## src/common/adc_sel_pkg.sv

```systemverilog
`default_nettype none
package adc_sel_pkg;
    // ==========================================================
    // register map (byte addresses, one aligned word each)
    // ==========================================================
    localparam int ADDR_W = 8;
    localparam logic [7:0] OFF_CHS123 = 8'h00;
    localparam logic [7:0] OFF_CHS0 = 8'h04;
    localparam logic [7:0] OFF_SCAN_HIGH = 8'h08;
    localparam logic [7:0] OFF_SCAN_LOW = 8'h0C;
    localparam logic [7:0] OFF_PIN_DIGITAL_CFG_HIGH = 8'h10;
    localparam logic [7:0] OFF_PIN_DIGITAL_CFG_LOW = 8'h14;
    localparam logic [7:0] OFF_PCFG2_LOW = 8'h18;
    localparam logic [7:0] OFF_CTRL = 8'h1C;
    localparam logic [7:0] OFF_STATUS = 8'h20;

    // ==========================================================
    // reset values
    // ==========================================================
    localparam logic [15:0] RST_REG = 16'h0000;

    // ==========================================================
    // channel 1-3 select fields
    // ==========================================================
    localparam int CH123_NB_LSB = 9;
    localparam int CH123_SB_BIT = 8;
    localparam int CH123_NA_LSB = 1;
    localparam int CH123_SA_BIT = 0;
    localparam logic [15:0] CH123_IMPL_MASK = 16'h0707;

    // ==========================================================
    // channel 0 select fields
    // ==========================================================
    localparam int CH0_NB_BIT = 15;
    localparam int CH0_SB_LSB = 8;
    localparam int CH0_NA_BIT = 7;
    localparam int CH0_SA_LSB = 0;
    localparam logic [15:0] CH0_IMPL_MASK = 16'h9F9F;

    // ==========================================================
    // control register fields
    // ==========================================================
    localparam int CTRL_MODE12_BIT = 0;
    localparam int CTRL_SCAN_BIT = 1;
    localparam logic [15:0] CTRL_IMPL_MASK = 16'h0003;

    // ==========================================================
    // input routing encodings
    // ==========================================================
    localparam logic [1:0] NEG_CODE_HIGH = 2'h3;
    localparam logic [1:0] NEG_CODE_MID = 2'h2;
    localparam logic [4:0] NEG_HIGH_BASE = 5'h09;
    localparam logic [4:0] NEG_MID_BASE = 5'h06;
    localparam logic [4:0] POS_HIGH_BASE = 5'h03;
    localparam logic [4:0] POS_LOW_BASE = 5'h00;
    localparam logic [4:0] CH0_NEG_INPUT = 5'h01;
    localparam int MAX_INPUTS = 32;
    localparam int LOW_INPUTS = 16;
endpackage
`default_nettype wire

```

## src/common/adc_sel_if.sv

```systemverilog
`timescale 1ns/1ps
`default_nettype none
interface adc_sel_if;
    // scan group
    logic [31:0] scanMask;
    logic scanRun;
    logic scanAdvance;
    logic [4:0] scanIdx;
    // pin configuration group
    logic [31:0] cfgConv1;
    logic [15:0] cfgConv2Low;
    logic [31:0] pinDigital;

    modport top (output scanMask, scanRun, scanAdvance, cfgConv1, cfgConv2Low, input scanIdx, pinDigital);
    modport scan (input scanMask, scanRun, scanAdvance, output scanIdx);
    modport pin (input cfgConv1, cfgConv2Low, output pinDigital);
endinterface
`default_nettype wire

```

## src/rtl/scan_stepper.sv

```systemverilog
`timescale 1ns/1ps
`default_nettype none
module scan_stepper (
    // clock and reset
    input wire logic mclk,
    input wire logic rst_n,
    // scan control and current input
    adc_sel_if.scan sel
);
    // ==========================================================
    // next selected input search
    // ==========================================================
    logic [4:0] scanIdx_r;
    logic [4:0] scanIdx_nxt;
    logic [4:0] firstIdx;
    logic [4:0] afterIdx;
    logic foundFirst;
    logic foundAfter;

    // lowest set bit, and lowest set bit above the current one
    always_comb
    begin
        firstIdx = 5'h00;
        foundFirst = 1'b0;
        for (int k = 0; k < adc_sel_pkg::MAX_INPUTS; k++)
        begin
            if (!foundFirst && sel.scanMask[k])
            begin
                firstIdx = 5'(k);
                foundFirst = 1'b1;
            end
        end
        afterIdx = firstIdx; // wrap to the lowest when nothing lies above, see [RULE15]
        foundAfter = 1'b0;
        for (int k = 0; k < adc_sel_pkg::MAX_INPUTS; k++)
        begin
            if (!foundAfter && sel.scanMask[k] && (5'(k) > scanIdx_r))
            begin
                afterIdx = 5'(k);
                foundAfter = 1'b1;
            end
        end
    end

    // idle scan parks on the lowest selected input; a step moves to the next selected input above, or wraps to the lowest
    always_comb
    begin
        if (!sel.scanRun)
            scanIdx_nxt = firstIdx;
        else if (sel.scanAdvance)
            scanIdx_nxt = afterIdx; // see [RULE15]
        else
            scanIdx_nxt = scanIdx_r;
    end

    // current scan position
    always_ff @(posedge mclk or negedge rst_n)
    begin
        if (!rst_n)
            scanIdx_r <= 5'h00;
        else
            scanIdx_r <= scanIdx_nxt;
    end

    assign sel.scanIdx = scanIdx_r;
endmodule
`default_nettype wire

```

## src/rtl/pin_mode_ctrl.sv

```systemverilog
`timescale 1ns/1ps
`default_nettype none
module pin_mode_ctrl #(
    parameter int NUM_INPUTS = 32,
    parameter bit TWO_CONV = 1'b1
) (
    // clock and reset
    input wire logic mclk,
    input wire logic rst_n,
    // configuration in, pin mode out
    adc_sel_if.pin sel
);
    // ==========================================================
    // per-pin digital/analog decision
    // ==========================================================
    logic [31:0] pinDigital_r;

    for (genvar i = 0; i < adc_sel_pkg::MAX_INPUTS; i++)
    begin : gPin
        logic dig_nxt;
        if (i >= NUM_INPUTS)
        begin : gAbsent
            // no analog input behind this port: the bit is stored but ignored
            assign dig_nxt = 1'b1; // see [RULE10]
        end
        else if (TWO_CONV && (i < adc_sel_pkg::LOW_INPUTS))
        begin : gShared
            // either converter may claim the shared pin as digital
            assign dig_nxt = sel.cfgConv1[i] | sel.cfgConv2Low[i]; // see [RULE12]
        end
        else
        begin : gSingle
            assign dig_nxt = sel.cfgConv1[i]; // see [RULE8] see [RULE9]
        end

        always_ff @(posedge mclk or negedge rst_n)
        begin
            if (!rst_n)
                pinDigital_r[i] <= 1'b0;
            else
                pinDigital_r[i] <= dig_nxt;
        end
    end

    assign sel.pinDigital = pinDigital_r;
endmodule
`default_nettype wire

```

## src/rtl/adc_input_select.sv

```systemverilog
// Contract
// [RULE1] channel 1-3 negative code picks AN9/AN6/reference
// [RULE2] channel 1-3 positive bit picks AN3.. or AN0..
// [RULE3] 12-bit mode: channel 1-3 fields read zero, ignore writes
// [RULE4] channel 0 negative bit set selects AN1
// [RULE5] channel 0 positive code n selects ANn
// [RULE6] 32-bit scan mask, set bit scans input
// [RULE7] mask always writable; absent input converts reference
// [RULE8] set config bit: digital, read enabled, mux grounded
// [RULE9] clear config bit: analog, read disabled, pin sampled
// [RULE10] all config bits writable; absent inputs unaffected
// [RULE11] second converter has only low config register
// [RULE12] shared pins follow both low config registers
// [RULE13] unimplemented select bits read as zero
// [RULE14] scanning drives channel 0 positive in sample A
// [RULE15] scan ascends selected inputs, wraps to lowest
//
// The register addresses and the APB slave port were left to the implementer.
`timescale 1ns/1ps
`default_nettype none
module adc_input_select #(
    parameter int NUM_INPUTS = 32,
    parameter bit TWO_CONV = 1'b1
) (
    // clock and reset
    input wire logic mclk,
    input wire logic rst_n,
    // apb slave
    input wire logic psel,
    input wire logic penable,
    input wire logic pwrite,
    input wire logic [7:0] paddr,
    input wire logic [31:0] pwdata,
    output logic [31:0] prdata,
    output logic pready,
    output logic pslverr,
    // conversion sequencer
    input wire logic sampleB,
    input wire logic scanAdvance,
    // channel 0 routing
    output logic [4:0] ch0PosIdx,
    output logic ch0PosNegRef,
    output logic [4:0] ch0NegIdx,
    output logic ch0NegRef,
    // channel 1-3 routing, entry 0 is channel 1
    output logic [2:0][4:0] ch123PosIdx,
    output logic [2:0][4:0] ch123NegIdx,
    output logic [2:0] ch123NegRef,
    // port pins
    output logic [31:0] pinDigital,
    output logic [31:0] portReadEn,
    output logic [31:0] muxGround
);
    // ==========================================================
    // elaboration checks
    if (NUM_INPUTS < 1 || NUM_INPUTS > adc_sel_pkg::MAX_INPUTS)
    begin : gBadInputs
        $error("NUM_INPUTS must lie between 1 and 32");
    end

    // ==========================================================
    // declarations
    adc_sel_if sel ();

    logic [15:0] chs123_r, chs0_r, scanHigh_r, scanLow_r, pcfgHigh_r, pcfgLow_r, pcfg2Low_r, ctrl_r;
    logic [31:0] prdata_r;
    logic [31:0] prdata_nxt;
    logic pready_r;
    logic pslverr_r;
    logic pslverr_nxt;
    logic wrEn;
    logic setupPhase;
    logic mode12;
    logic scanOn;
    logic [15:0] chs123View;
    logic [4:0] ch0PosIdx_r;
    logic [4:0] ch0PosIdx_nxt;
    logic ch0PosNegRef_r;
    logic ch0PosNegRef_nxt;
    logic [4:0] ch0NegIdx_r;
    logic ch0NegRef_r;
    logic ch0NegRef_nxt;
    logic [2:0][4:0] ch123PosIdx_r;
    logic [2:0][4:0] ch123PosIdx_nxt;
    logic [2:0][4:0] ch123NegIdx_r;
    logic [2:0][4:0] ch123NegIdx_nxt;
    logic [2:0] ch123NegRef_r;
    logic [2:0] ch123NegRef_nxt;
    logic negSelRaw;
    logic posSelRaw;
    logic [1:0] negCode;

    // ==========================================================
    // apb handshake
    // read data are captured in the setup cycle so prdata leaves a flop;
    // the price is one fixed access cycle on every transfer
    assign setupPhase = psel & ~penable;
    assign wrEn = psel & penable & pready_r & pwrite;

    always_ff @(posedge mclk or negedge rst_n)
    begin
        if (!rst_n)
        begin
            pready_r <= 1'b0;
            pslverr_r <= 1'b0;
            prdata_r <= 32'h0000_0000;
        end
        else
        begin
            pready_r <= setupPhase;
            pslverr_r <= setupPhase & pslverr_nxt;
            if (setupPhase)
                prdata_r <= pwrite ? 32'h0000_0000 : prdata_nxt;
        end
    end

    // ==========================================================
    // control and mode view
    assign mode12 = ctrl_r[adc_sel_pkg::CTRL_MODE12_BIT];
    assign scanOn = ctrl_r[adc_sel_pkg::CTRL_SCAN_BIT];
    // 12-bit mode hides the whole channel 1-3 register
    assign chs123View = mode12 ? 16'h0000 : (chs123_r & adc_sel_pkg::CH123_IMPL_MASK); // see [RULE3] see [RULE13]

    // ==========================================================
    // read decode
    always_comb
    begin
        prdata_nxt = 32'h0000_0000;
        pslverr_nxt = 1'b0;
        case (paddr)
            adc_sel_pkg::OFF_CHS123:
                prdata_nxt = {16'h0000, chs123View}; // see [RULE3]
            adc_sel_pkg::OFF_CHS0:
                prdata_nxt = {16'h0000, chs0_r & adc_sel_pkg::CH0_IMPL_MASK}; // see [RULE13]
            adc_sel_pkg::OFF_SCAN_HIGH:
                prdata_nxt = {16'h0000, scanHigh_r};
            adc_sel_pkg::OFF_SCAN_LOW:
                prdata_nxt = {16'h0000, scanLow_r};
            adc_sel_pkg::OFF_PIN_DIGITAL_CFG_HIGH:
                prdata_nxt = {16'h0000, pcfgHigh_r}; // see [RULE10]
            adc_sel_pkg::OFF_PIN_DIGITAL_CFG_LOW:
                prdata_nxt = {16'h0000, pcfgLow_r};
            adc_sel_pkg::OFF_PCFG2_LOW:
                prdata_nxt = {16'h0000, pcfg2Low_r}; // see [RULE11]
            adc_sel_pkg::OFF_CTRL:
                prdata_nxt = {16'h0000, ctrl_r};
            adc_sel_pkg::OFF_STATUS:
                prdata_nxt = {21'h0, ch0PosNegRef_r, sel.scanIdx, ch0PosIdx_r};
            default:
                pslverr_nxt = 1'b1;
        endcase
    end

    // ==========================================================
    // channel select registers
    // channel 1-3 writes are dropped while the 12-bit mode is on
    always_ff @(posedge mclk or negedge rst_n)
    begin
        if (!rst_n)
            chs123_r <= adc_sel_pkg::RST_REG;
        else if (wrEn && paddr == adc_sel_pkg::OFF_CHS123 && !mode12) // see [RULE3]
            chs123_r <= pwdata[15:0] & adc_sel_pkg::CH123_IMPL_MASK; // see [RULE13]
    end

    // channel 0 select register
    always_ff @(posedge mclk or negedge rst_n)
    begin
        if (!rst_n)
            chs0_r <= adc_sel_pkg::RST_REG;
        else if (wrEn && paddr == adc_sel_pkg::OFF_CHS0)
            chs0_r <= pwdata[15:0] & adc_sel_pkg::CH0_IMPL_MASK; // see [RULE13]
    end

    // ==========================================================
    // scan mask registers
    // every bit is kept, whether or not the input exists
    always_ff @(posedge mclk or negedge rst_n)
    begin
        if (!rst_n)
        begin
            scanHigh_r <= adc_sel_pkg::RST_REG;
            scanLow_r <= adc_sel_pkg::RST_REG;
        end
        else if (wrEn)
        begin
            if (paddr == adc_sel_pkg::OFF_SCAN_HIGH)
                scanHigh_r <= pwdata[15:0]; // see [RULE6] see [RULE7]
            if (paddr == adc_sel_pkg::OFF_SCAN_LOW)
                scanLow_r <= pwdata[15:0]; // see [RULE6] see [RULE7]
        end
    end

    // ==========================================================
    // pin configuration registers
    // the second converter owns only a low register
    always_ff @(posedge mclk or negedge rst_n)
    begin
        if (!rst_n)
        begin
            pcfgHigh_r <= adc_sel_pkg::RST_REG;
            pcfgLow_r <= adc_sel_pkg::RST_REG;
            pcfg2Low_r <= adc_sel_pkg::RST_REG;
        end
        else if (wrEn)
        begin
            if (paddr == adc_sel_pkg::OFF_PIN_DIGITAL_CFG_HIGH)
                pcfgHigh_r <= pwdata[15:0]; // see [RULE10] see [RULE11]
            if (paddr == adc_sel_pkg::OFF_PIN_DIGITAL_CFG_LOW)
                pcfgLow_r <= pwdata[15:0]; // see [RULE10]
            if (paddr == adc_sel_pkg::OFF_PCFG2_LOW)
                pcfg2Low_r <= pwdata[15:0]; // see [RULE11] see [RULE12]
        end
    end

    // ==========================================================
    // control register
    always_ff @(posedge mclk or negedge rst_n)
    begin
        if (!rst_n)
            ctrl_r <= adc_sel_pkg::RST_REG;
        else if (wrEn && paddr == adc_sel_pkg::OFF_CTRL)
            ctrl_r <= pwdata[15:0] & adc_sel_pkg::CTRL_IMPL_MASK;
    end

    // ==========================================================
    // submodule links
    assign sel.scanMask = {scanHigh_r, scanLow_r};
    assign sel.scanRun = scanOn;
    // a step only means something while the scan is on
    assign sel.scanAdvance = scanAdvance & scanOn;
    assign sel.cfgConv1 = {pcfgHigh_r, pcfgLow_r};
    assign sel.cfgConv2Low = TWO_CONV ? pcfg2Low_r : 16'h0000;

    scan_stepper uStep (
        .mclk(mclk),
        .rst_n(rst_n),
        .sel(sel.scan)
    );

    pin_mode_ctrl #(
        .NUM_INPUTS(NUM_INPUTS),
        .TWO_CONV(TWO_CONV)
    ) uPin (
        .mclk(mclk),
        .rst_n(rst_n),
        .sel(sel.pin)
    );

    // ==========================================================
    // channel 0 routing
    // scan overrides the fixed field only in sample A
    always_comb
    begin
        ch0PosNegRef_nxt = 1'b0;
        if (scanOn && !sampleB)
        begin
            ch0PosIdx_nxt = sel.scanIdx; // see [RULE14]
            ch0PosNegRef_nxt = (32'(sel.scanIdx) >= NUM_INPUTS); // see [RULE7]
        end
        else if (sampleB)
            ch0PosIdx_nxt = chs0_r[adc_sel_pkg::CH0_SB_LSB +: 5]; // see [RULE5]
        else
            ch0PosIdx_nxt = chs0_r[adc_sel_pkg::CH0_SA_LSB +: 5]; // see [RULE5]
        negSelRaw = sampleB ? chs0_r[adc_sel_pkg::CH0_NB_BIT] : chs0_r[adc_sel_pkg::CH0_NA_BIT];
        ch0NegRef_nxt = ~negSelRaw; // see [RULE4]
    end

    // ==========================================================
    // channel 1-3 routing
    // the hidden fields decode as zero: reference and AN0..AN2
    always_comb
    begin
        posSelRaw = sampleB ? chs123View[adc_sel_pkg::CH123_SB_BIT] : chs123View[adc_sel_pkg::CH123_SA_BIT];
        negCode = sampleB ? chs123View[adc_sel_pkg::CH123_NB_LSB +: 2] : chs123View[adc_sel_pkg::CH123_NA_LSB +: 2];
        for (int c = 0; c < 3; c++)
        begin
            ch123PosIdx_nxt[c] = (posSelRaw ? adc_sel_pkg::POS_HIGH_BASE : adc_sel_pkg::POS_LOW_BASE)
                                 + 5'(c); // see [RULE2]
            ch123NegRef_nxt[c] = 1'b0;
            if (negCode == adc_sel_pkg::NEG_CODE_HIGH)
                ch123NegIdx_nxt[c] = adc_sel_pkg::NEG_HIGH_BASE + 5'(c); // see [RULE1]
            else if (negCode == adc_sel_pkg::NEG_CODE_MID)
                ch123NegIdx_nxt[c] = adc_sel_pkg::NEG_MID_BASE + 5'(c); // see [RULE1]
            else
            begin
                ch123NegIdx_nxt[c] = 5'h00;
                ch123NegRef_nxt[c] = 1'b1; // see [RULE1]
            end
        end
    end

    // ==========================================================
    // routing output flops
    always_ff @(posedge mclk or negedge rst_n)
    begin
        if (!rst_n)
        begin
            ch0PosIdx_r <= 5'h00;
            ch0PosNegRef_r <= 1'b0;
            ch0NegIdx_r <= 5'h00;
            ch0NegRef_r <= 1'b1;
            ch123PosIdx_r <= '0;
            ch123NegIdx_r <= '0;
            ch123NegRef_r <= 3'h7;
        end
        else
        begin
            ch0PosIdx_r <= ch0PosIdx_nxt;
            ch0PosNegRef_r <= ch0PosNegRef_nxt;
            ch0NegIdx_r <= ch0NegRef_nxt ? 5'h00 : adc_sel_pkg::CH0_NEG_INPUT; // see [RULE4]
            ch0NegRef_r <= ch0NegRef_nxt;
            ch123PosIdx_r <= ch123PosIdx_nxt;
            ch123NegIdx_r <= ch123NegIdx_nxt;
            ch123NegRef_r <= ch123NegRef_nxt;
        end
    end

    // ==========================================================
    // outputs
    assign prdata = prdata_r;
    assign pready = pready_r;
    assign pslverr = pslverr_r;
    assign ch0PosIdx = ch0PosIdx_r;
    assign ch0PosNegRef = ch0PosNegRef_r;
    assign ch0NegIdx = ch0NegIdx_r;
    assign ch0NegRef = ch0NegRef_r;
    assign ch123PosIdx = ch123PosIdx_r;
    assign ch123NegIdx = ch123NegIdx_r;
    assign ch123NegRef = ch123NegRef_r;
    // one pin-mode flop drives mode, read path and mux grounding together
    assign pinDigital = sel.pinDigital; // see [RULE8] see [RULE9]
    assign portReadEn = sel.pinDigital; // see [RULE8] see [RULE9]
    assign muxGround = sel.pinDigital; // see [RULE8]
endmodule
`default_nettype wire

```

## config.mk

```make
export PLATFORM = sky130hd
export DESIGN_NAME = adc_input_select
export DESIGN_NICKNAME = d
export VERILOG_FILES = /design/src/common/adc_sel_pkg.sv /design/src/common/adc_sel_if.sv /design/src/rtl/scan_stepper.sv /design/src/rtl/pin_mode_ctrl.sv /design/src/rtl/adc_input_select.sv
export SDC_FILE = /design/constraint.sdc
export NUM_CORES = 1
export LEC_CHECK = 0
export BUFFER_PORTS_ARGS = -buffer_cell sky130_fd_sc_hd__buf_2
export CAP_MARGIN = 10
export CORE_MARGIN = 2
export CORE_UTILIZATION = 51
export CTS_BUF_LIST = sky130_fd_sc_hd__clkbuf_8
export CTS_CLUSTER_DIAMETER = 150
export DETAILED_ROUTE_END_ITERATION = 6
export PLACE_DENSITY = 0.79
export SLEW_MARGIN = 25
export SYNTH_ARGS = -nofsm -noshare
export SYNTH_HDL_FRONTEND = slang
export SYNTH_HIERARCHICAL = 1
export SYNTH_SLANG_ARGS = --single-unit
```

## constraint.sdc

```tcl
create_clock -name mclk -period 2.15 [get_ports mclk]
set_input_delay 0 -clock mclk [delete_from_list [all_inputs] [get_ports mclk]]
set_output_delay 0 -clock mclk [all_outputs]
set_load 0.005 [all_outputs]
```

==> impl_metrics.py, run 1 <==
metrics = {
    "outcome": {
        "status": "finished with violations",
        "violations": "negative setup slack",
    },
    "finish": {
        "final_nets": 1235,
        "antenna_cells": 0,
        "layout_commonest_cell": "buf_2",
        "layout-drive-gt1-share_pct": 48.3,
        "fin_util_pct": 65.9,
        "finalInstanceArea_sq_um": 12300,
        "mostFrequentLayoutCells": "buf_2, dfrtp_1, buf_4, mux2_2, nand2_1",
        "area_growth_pct": 27.1,
    },
    "worst_hold_path": {
        "worstHoldPathType": "in -> async",
    },
    "detailed_routing": {
        "wl_um": 30500,
        "wire_per_inst_um": 21.2,
        "ant_nets": 0,
        "via_count": 8665,
        "drt_iter0_drc": 869,
        "dr.pass1.iters": 7,
        "drcViolationCount": 0,
        "via_per_inst": 6.04,
    },
    "placement": {
        "dpl_cell_area_sq_um": 11000,
        "port_buffers": 172,
        "gp_congestion": 0.990,
        "dp_hpwl_um": 21600,
    },
    "clocking": {
        "cts_tree": "built",
        "htree_levels": 4,
        "cts_sinks": 168,
        "clk_pin_slew_worst_paths_ns": 0.09,
        "clock_path_buffers": 2,
        "clkLatencyLatePin_ns": 0.48,
        "cts_root_buf": "clkbuf_8",
        "cts_buffers": 17,
    },
    "timing": {
        "drv_slew": 0,
        "holdWs_ns": 0.0822,
        "tightest_slew_ns": 0.638,
        "fin_tns_setup_ns": -0.301,
        "final.period_utilization_pct": 104,
        "fmax_ghz": 0.445,
        "setup_slack_ns": -0.0961,
        "layout_min_cycle_time_ns": 2.25,
        "slew_headroom_pct": 57.5,
        "rsz0062_at_grt": "true",
        "hold_viol": 0,
        "finClkSkew_ns": 0.00999,
        "finalSetupViolCount": 5,
    },
    "yosys": {
        "synth-seq-area-share_pct": 43.4,
        "synth-main-ff-cell": "dfrtp_1",
        "yosys_register_bits": 168,
        "synth_enable_flop_cells": 0,
        "yosys.cell_types.count": 85,
        "ys_async_sr_fraction_pct": 100,
        "syn_area_sq_um": 9700,
        "yosys_warnings": 6,
        "synth_cells": 922,
        "avgSynthCellArea_sq_um": 10.5,
    },
    "grt": {
        "grt_pass1_vias": 8176,
        "grt_start_max_net_pins": 68,
        "overflow": 0,
        "grtUsageTotal_pct": 30.1,
        "antenna_found_initial": 0,
        "grt_pass1_wl_um": 46100,
    },
    "floorplanning": {
        "rows": 50,
        "start_util_pct": 51.8,
        "pin_count": 222,
        "die_w_um": 142,
        "core_area_sq_um": 18700,
        "die_area_sq_um": 20100,
        "die_h_um": 142,
    },
    "worst_setup_path": {
        "cp.required_ns": 2.50,
        "arrival_ns": 2.60,
        "path_class": "reg -> reg",
        "start_kind": "flip-flop",
        "critPathMaxFanout": 7,
        "cp-end-kind": "flip-flop",
    },
    "run": {
        "max_cap_viol_count": 0,
    },
    "power": {
        "leakage_uw": 0.00633,
        "ir_worst_vdd_mv": 0.372,
        "p_per_area_nw_per_um2": 523,
    },
}
path summary, 6_finish.rpt:
check	from	to	slack, ns	cells after the start
hold / removal	rst_n	uPin/sel.pinDigital[29]$_DFF_PN0_	0.08	2
min in group mclk	paddr[5]	prdata[4]$_DFFE_PN0P_	0.09	4
hold reg to reg	pcfgHigh_r[12]$_DFFE_PN0P_	uPin/sel.pinDigital[28]$_DFF_PN0_	0.42	0
max in group asynchronous	rst_n	ch123NegRef[0]$_DFF_PN1_	1.28	3
setup / recovery	uStep/sel.scanIdx[2]$_DFFE_PN0P_	uStep/sel.scanIdx[1]$_DFFE_PN0P_	-0.1	10
setup reg to reg	uStep/sel.scanIdx[2]$_DFFE_PN0P_	uStep/sel.scanIdx[1]$_DFFE_PN0P_	-0.1	10
report_power, final:
group | switching [uW] | internal (uW)
logic | 452 | 338
registers | 25.9 | 3180
clock network | 1330 | 1120
total | 1810 | 4630
area by class of cell:
class                      count  area (sq um)
timing repair buffer         369          2530
fill                        1395          6380
multi-input combinational    620          4810
inverter                      12          45.0
sequential                   168          4210
tap                          234           293
clock inverter                14           178
clock buffer                  18           248
flip-flops by register name (all words and copies together) (netlist names), 3 cells and up:
signal	flops
scanLow_r	16
chs0_r	12
chs123_r	6
scanHigh_r	16
prdata	16
ch0PosIdx	5
ch123NegIdx	3
uPin/sel.pinDigital	32
uStep/sel.scanIdx	5
pcfgLow_r	16
pcfgHigh_r	16
pcfg2Low_r	16
timing repair:
| item | 4_1_cts | 5_1_grt |
|---|---|---|
| pin swaps | 27 | 27 |
| gates resized for setup | 64 | 34 |
| setup endpoints to repair | 5 | 5 |
| setup buffers | 30 | 12 |
| hold buffers | 18 | 0 |
| endpoints found under the hold margin | 228 | 0 |
| gates cloned | 0 | 0 |
metrics by stage:
stage | std cells | setup WS, ns | power (uW)
2_1_floorplan | 954 | 0.0163 | 3580
4_1_cts | 1425 | -0.0266 | 6380
3_5_place_dp | 1345 | -0.213 | 3870
6_report | 1435 | -0.0961 | 6440
3_3_place_gp | 1345 | -0.275 | 3860
5_1_grt | 1435 | -0.189 | 6650
worst max-delay path, cell delays in order, from the launching register on:
cell	delay, ns
dfrtp_2	0.43
buf_12	0.14
buf_8	0.13
nand3_4	0.08
a32oi_4	0.24
nand3_4	0.16
and4bb_4	0.41
nand2_2	0.09
o221a_4	0.28
o21ai_2	0.07
a31oi_1	0.09
kinds of logic (layout without fill, tap and decap cells):
family,after synthesis,in the layout,share of synthesized area (%)
flip-flops,168,168,43.4
other,1,33,0.0387
AO/OA/AOI/OAI,205,205,14.9
buffers and inverters,166,413,11.8
multiplexers,129,129,14.9
AND/OR/NAND/NOR,253,253,15.0
layer usage:
metal | vias to the layer above | GRT usage (%) | share of wire [%]
met3 | 100 | 5.50 | 8.5
met2 | 565 | 51.1 | 49
li1 | 3752 | - | -
met1 | 4248 | 38.6 | 39
met5 | - | 0 | 0
met4 | 0 | 11.1 | 3.7
synth_stat cells (6+ instances only):
master | count | area, sq um
nor2b_1 | 14 | 87.6
o21ai_0 | 35 | 175
o22ai_1 | 7 | 43.8
a32oi_1 | 6 | 52.6
a22o_1 | 13 | 114
buf_2 | 10 | 50.1
nand2b_1 | 10 | 62.6
mux2_4 | 6 | 90.1
nor3b_1 | 9 | 67.6
mux2_2 | 98 | 1100
a21oi_1 | 38 | 190
nand2_1 | 57 | 214
nor2_1 | 52 | 195
o21ai_1 | 8 | 40.0
a22oi_1 | 12 | 90.1
a221oi_1 | 6 | 52.6
buf_4 | 122 | 916
or2_1 | 16 | 100
nand3b_1 | 12 | 90.1
mux2i_1 | 25 | 250
a31oi_1 | 8 | 50.1
dfrtp_1 | 166 | 4150
nand3_1 | 15 | 75.1
inv_1 | 12 | 45.0
nor3_1 | 18 | 90.1
clkbuf_1 | 12 | 45.0
o211ai_1 | 9 | 67.6
Power figures use the tool's default switching activity.
==> run 2, diff against run 1 <==
- RECOVER_POWER: unset -> 50
==> impl_metrics.py, run 2 (synthesized netlist as in run 1, its figures left out) <==
metrics = {
    "outcome": {
        "status": "finished with violations",
        "violations": "max-capacitance violations, max-slew violations, negative setup slack",
    },
    "timing": {
        "setup_slack_ns": -0.0912,
        "tightest_slew_ns": 1.64,
        "finClkSkew_ns": 0.0120,
        "hold_viol": 0,
        "finalSetupViolCount": 5,
        "final.period_utilization_pct": 104,
        "fmax_ghz": 0.446,
        "layout_min_cycle_time_ns": 2.24,
        "holdWs_ns": 0.0928,
        "drv_slew": 67,
        "rsz0062_at_grt": "true",
        "slew_headroom_pct": -9.43,
    },
    "placement": {
        "dp_hpwl_um": 21600,
        "port_buffers": 172,
        "place_inst": 1345,
        "gp_congestion": 0.990,
    },
    "grt": {
        "grt_pass1_vias": 8176,
        "antenna_found_initial": 0,
        "grt_start_max_net_pins": 68,
        "grt_util_met3_pct": 5.50,
        "use_met1_pct": 38.6,
        "overflow": 0,
        "grt_pass1_wl_um": 46100,
        "grtUsageTotal_pct": 30.1,
        "top_usage_layer": "met2",
        "grt_use_met2_pct": 51.1,
    },
    "worst_setup_path": {
        "reg2reg_slack_ns": -0.09,
        "start_kind": "flip-flop",
        "cp-startpoint": "uStep/sel.scanIdx[1]$_DFFE_PN0P_",
        "reg2reg_depth": 10,
        "cp.required_ns": 2.50,
        "reg2reg_to": "uStep/sel.scanIdx[1]$_DFFE_PN0P_",
        "crit_end": "uStep/sel.scanIdx[1]$_DFFE_PN0P_",
        "cp-end-kind": "flip-flop",
        "arrival_ns": 2.59,
        "path_class": "reg -> reg",
        "critPathMaxFanout": 5,
        "r2r-start": "uStep/sel.scanIdx[1]$_DFFE_PN0P_",
    },
    "detailed_routing": {
        "drt_iter0_drc": 907,
        "via_per_inst": 6.03,
        "ant_nets": 0,
        "dr.pass1.iters": 5,
        "wire_per_inst_um": 21.2,
        "drcViolationCount": 0,
        "wl_um": 30400,
        "via_count": 8647,
    },
    "floorplanning": {
        "core_area_sq_um": 18700,
        "die_area_sq_um": 20100,
        "pin_count": 222,
        "start_util_pct": 51.8,
        "rows": 50,
        "die_h_um": 142,
        "die_w_um": 142,
    },
    "clocking": {
        "cts_sinks": 168,
        "clk_pin_slew_worst_paths_ns": 0.10,
        "clock_path_buffers": 2,
        "cts_tree": "built",
        "cts_buffers": 17,
        "htree_levels": 4,
        "clkLatencyLatePin_ns": 0.48,
        "cts_root_buf": "clkbuf_8",
    },
    "worst_hold_path": {
        "min-delay-start": "paddr[5]",
        "worstHoldPathType": "in -> reg",
    },
    "finish": {
        "fin_util_pct": 65.7,
        "layout-drive-gt1-share_pct": 48.0,
        "layout.filler_cells": 1402,
        "final_nets": 1235,
        "antenna_cells": 0,
        "largest_reg_flops": 32,
        "instances_no_fill": 1435,
        "layout_commonest_cell": "buf_2",
        "mostFrequentLayoutCells": "buf_2, dfrtp_1, buf_4, mux2_2, nand2_1",
        "area_growth_pct": 26.8,
    },
    "power": {
        "ir_worst_vdd_mv": 0.374,
        "p_total_uw": 6440,
        "leakage_uw": 0.00630,
        "p_per_area_nw_per_um2": 524,
    },
    "run": {
        "max_cap_viol_count": 1,
    },
}
==> run 2: power breakdown <==
part | internal [uW] | total, uW | switching (uW) | leakage (uW)
sequential | 3180 | 3210 | 26.1 | 0.00232
combinational | 333 | 782 | 449 | 0.00376
clock | 1120 | 2450 | 1330 | 0.000215
==> run 2: what timing repair did <==
| item | 4_1_cts | 5_1_grt |
|---|---|---|
| gates resized for setup | 64 | 34 |
| pin swaps | 27 | 27 |
| setup endpoints to repair | 5 | 5 |
| hold endpoints to repair | 228 | 0 |
| hold buffers | 18 | 0 |
| setup buffers | 30 | 12 |
==> run 2: cell type report <==
| cell class | count | area [sq um] | area share [%] |
|---|---|---|---|
| Clock buffer | 18 | 248 | 2.02 |
| Multi-Input combinational cell | 620 | 4810 | 39.2 |
| Clock inverter | 14 | 178 | 1.45 |
| Sequential cell | 168 | 4210 | 34.3 |
| Tap cell | 234 | 293 | 2.38 |
| Inverter | 12 | 45.0 | 0.366 |
| Timing Repair Buffer | 369 | 2500 | 20.4 |
==> run 2: critical path, stage by stage, from the launching register on <==
cell      delay [ns]
dfrtp_2         0.43
buf_6           0.16
buf_4           0.12
nand3_4         0.07
a32oi_4         0.24
nand3_4         0.16
and4bb_4        0.41
nand2_2         0.09
o221a_4         0.27
o21ai_2         0.06
a31oi_1         0.09
==> run 2: worst min path at each step <==
| stage | slack (ns) | endpoint | cells past startpoint |
|---|---|---|---|
| floorplan | -0.30 | ch0NegIdx[0]$_DFF_PN0_ | 0 |
| global placement | 0.03 | uPin/sel.pinDigital[29]$_DFF_PN0_ | 1 |
| detailed placement | 0.03 | uPin/sel.pinDigital[29]$_DFF_PN0_ | 1 |
| CTS | 0.08 | prdata[15]$_DFFE_PN0P_ | 4 |
| global route | 0.10 | prdata[15]$_DFFE_PN0P_ | 4 |
| finish | 0.09 | prdata[4]$_DFFE_PN0P_ | 4 |
==> run 2: per-stage QoR <==
step,TNS (ns),worst slack (ns),instance area [sq um]
after global routing,-5.08,-0.189,12300
after CTS,-0.0307,-0.0266,12100
after global placement,-0.621,-0.275,11000
final,-0.283,-0.0912,12300
after floorplan,0,0.0163,9820
after detailed placement,-0.680,-0.213,11000
==> run 2: metal layers <==
layer / vias to the layer above / routed length (um)
met1: 4236 / 11800
met4: 0 / 1040
met5: - / 0
met2: 558 / 15100
li1: 3760 / -
met3: 93 / 2470
==> run 3, diff against run 2 <==
- CORE_UTILIZATION: 51 -> 50
- PLACE_DENSITY: 0.79 -> 0.78
- SYNTH_HIERARCHICAL: 1 -> unset
==> impl_metrics.py, run 3 <==
metrics = {
    "grt": {
        "overflow": 0,
        "antenna_found_initial": 0,
        "grt_start_max_net_pins": 66,
        "grtUsageTotal_pct": 30.3,
        "grt_pass1_vias": 7909,
        "grt_pass1_wl_um": 45400,
    },
    "yosys": {
        "synth-simple-area-share_pct": 13.0,
        "yosys_register_bits": 168,
        "yosys.area_share.xor_xnor_pct": 0,
        "synth_commonest_cells": "dfrtp_1, buf_4, mux2_2",
        "synth_top_family_by_area": "compound AO/OA/AOI/OAI gates",
        "yosysTopAreaCell": "dfrtp_1",
        "yosys.area.top_type_share_pct": 45.3,
        "avgSynthCellArea_sq_um": 10.5,
        "synth_area_leaders": "dfrtp_1, mux2_2, buf_4",
        "yosys_warnings": 0,
        "synthMuxAreaShare_pct": 14.0,
        "yosys.cell_types.count": 73,
        "post-synth-top-count-cell": "dfrtp_1",
        "synthAdderAreaFrac_pct": 0,
        "ys_async_sr_fraction_pct": 100,
        "syn_area_sq_um": 9170,
        "synth-compound-area-share_pct": 14.8,
        "synth_cells": 873,
        "synth-seq-area-share_pct": 45.9,
        "synth-main-ff-cell": "dfrtp_1",
        "synth_enable_flop_cells": 0,
    },
    "worst_setup_path": {
        "r2r-start": "uStep.sel.scanIdx[2]$_DFFE_PN0P_",
        "path_class": "reg -> reg",
        "cp-startpoint": "uStep.sel.scanIdx[2]$_DFFE_PN0P_",
        "arrival_ns": 2.88,
        "reg2reg_depth": 10,
        "reg2reg_to": "uStep.sel.scanIdx[3]$_DFFE_PN0P_",
        "critPathMaxFanout": 7,
        "reg2reg_slack_ns": -0.34,
        "start_kind": "flip-flop",
        "cp-end-kind": "flip-flop",
        "cp.required_ns": 2.54,
        "crit_end": "uStep.sel.scanIdx[3]$_DFFE_PN0P_",
    },
    "finish": {
        "fin_util_pct": 64.5,
        "area_growth_pct": 26.4,
        "finalInstanceArea_sq_um": 11600,
        "antenna_cells": 0,
        "layout_commonest_cell": "buf_2",
        "largest_reg_flops": 32,
        "final_nets": 1187,
        "mostFrequentLayoutCells": "buf_2, buf_4, dfrtp_1, mux2_2, nor2_1",
        "layout-drive-gt1-share_pct": 46.7,
    },
    "timing": {
        "hold_viol": 0,
        "setup_slack_ns": -0.342,
        "finClkSkew_ns": 0.0136,
        "finalSetupViolCount": 5,
        "layout_min_cycle_time_ns": 2.49,
        "slew_headroom_pct": -10.8,
        "tightest_slew_ns": 1.66,
        "drv_slew": 66,
        "fmax_ghz": 0.401,
        "rsz0062_at_grt": "true",
        "final.period_utilization_pct": 116,
    },
    "floorplanning": {
        "rows": 49,
        "core_area_sq_um": 18000,
        "die_h_um": 139,
        "start_util_pct": 51.0,
        "pin_count": 222,
        "die_w_um": 139,
        "die_area_sq_um": 19400,
    },
    "power": {
        "ir_worst_vdd_mv": 0.520,
        "p_per_area_nw_per_um2": 534,
        "leakage_uw": 0.00611,
    },
    "clocking": {
        "htree_levels": 4,
        "cts_sinks": 168,
        "cts_buffers": 17,
        "clk_pin_slew_worst_paths_ns": 0.10,
        "cts_root_buf": "clkbuf_8",
        "clock_path_buffers": 2,
        "cts_tree": "built",
        "clkLatencyLatePin_ns": 0.48,
    },
    "placement": {
        "dpl_cell_area_sq_um": 10800,
        "place_ws_ns": -0.584,
        "gp_congestion": 0.913,
        "dp_hpwl_um": 22400,
        "port_buffers": 172,
    },
    "detailed_routing": {
        "via_per_inst": 5.86,
        "dr.pass1.iters": 7,
        "via_count": 8101,
        "wire_per_inst_um": 21.4,
        "drcViolationCount": 6,
        "ant_nets": 0,
        "drt_iter0_drc": 857,
        "wl_um": 29600,
    },
    "worst_hold_path": {
        "whs_path_depth": 4,
        "worstHoldPathType": "in -> reg",
    },
    "outcome": {
        "violations": "design-rule violations, max-capacitance violations, max-slew violations, negative setup slack",
        "status": "finished with violations",
    },
    "run": {
        "max_cap_viol_count": 1,
    },
}
run 3: through the flow:
stage,instances,total power [uW],hold WS [ns],TNS (ns)
2_1_floorplan,905,3530,-0.296,-0.947
3_3_place_gp,1320,3780,0.0339,-2.37
3_5_place_dp,1320,3790,0.0427,-2.73
4_1_cts,1379,6190,0.0426,-1.69
5_1_grt,1382,6400,0.0444,-2.06
6_report,1382,6180,0.0663,-1.62
run 3: repair_timing:
| item | in CTS | in global routing |
|---|---|---|
| setup endpoints to repair | 5 | 5 |
| gates resized for setup | 21 | 12 |
| hold buffers | 23 | 0 |
| endpoints found under the hold margin | 174 | 0 |
| pin swaps | 7 | 7 |
| buffers inserted | 4 | 3 |
run 3: power breakdown:
| part | switching, uW | internal [uW] | total, uW |
|---|---|---|---|
| Sequential | 23.5 | 3180 | 3200 |
| Combinational | 349 | 253 | 602 |
| Clock | 1340 | 1040 | 2380 |
| Total | 1710 | 4470 | 6180 |
run 3: worst max-delay path, cell delays in order (launching register included):
cell,delay [ns]
dfrtp_2,0.43
buf_6,0.12
buf_12,0.09
nand2_4,0.04
o311a_4,0.30
or3_4,0.33
or4b_4,0.58
buf_6,0.15
o21bai_4,0.11
o21ai_1,0.07
a22oi_1,0.17
run 3: cells by family (layout without fill, tap and decap cells):
family | Yosys count | after routing
simple gates | 228 | 228
compound gates | 186 | 186
buf+inv | 175 | 423
flops | 168 | 168
mux | 115 | 115
other cells | 1 | 33
run 3: how the worst min path moves through the flow:
stage	from	end	slack, ns
floorplan	rst_n	ch0NegIdx[0]$_DFF_PN0_	-0.30
global placement	rst_n	ch0NegIdx[0]$_DFF_PN0_	0.03
detailed placement	rst_n	prdata[0]$_DFFE_PN0P_	0.04
CTS	pwrite	prdata[4]$_DFFE_PN0P_	0.04
global route	pwrite	prdata[4]$_DFFE_PN0P_	0.04
finish	pwrite	prdata[4]$_DFFE_PN0P_	0.07
run 3: area by class of cell:
cell class | count | area [sq um]
Fill cell | 1471 | 6370
Tap cell | 229 | 287
Inverter | 16 | 62.6
Multi-Input combinational cell | 562 | 4130
Clock inverter | 13 | 153
Sequential cell | 168 | 4210
Timing Repair Buffer | 375 | 2480
Clock buffer | 19 | 262
run 3: per-layer routing:
metal | wire [um] | part of all wire, % | vias up | global-route usage, %
li1 | - | - | 3609 | -
met1 | 12400 | 42 | 3993 | 41.8
met2 | 14100 | 48 | 443 | 49.1
met3 | 2360 | 8.0 | 56 | 6.02
met4 | 696 | 2.4 | 0 | 8.56
met5 | 0 | 0 | - | 0
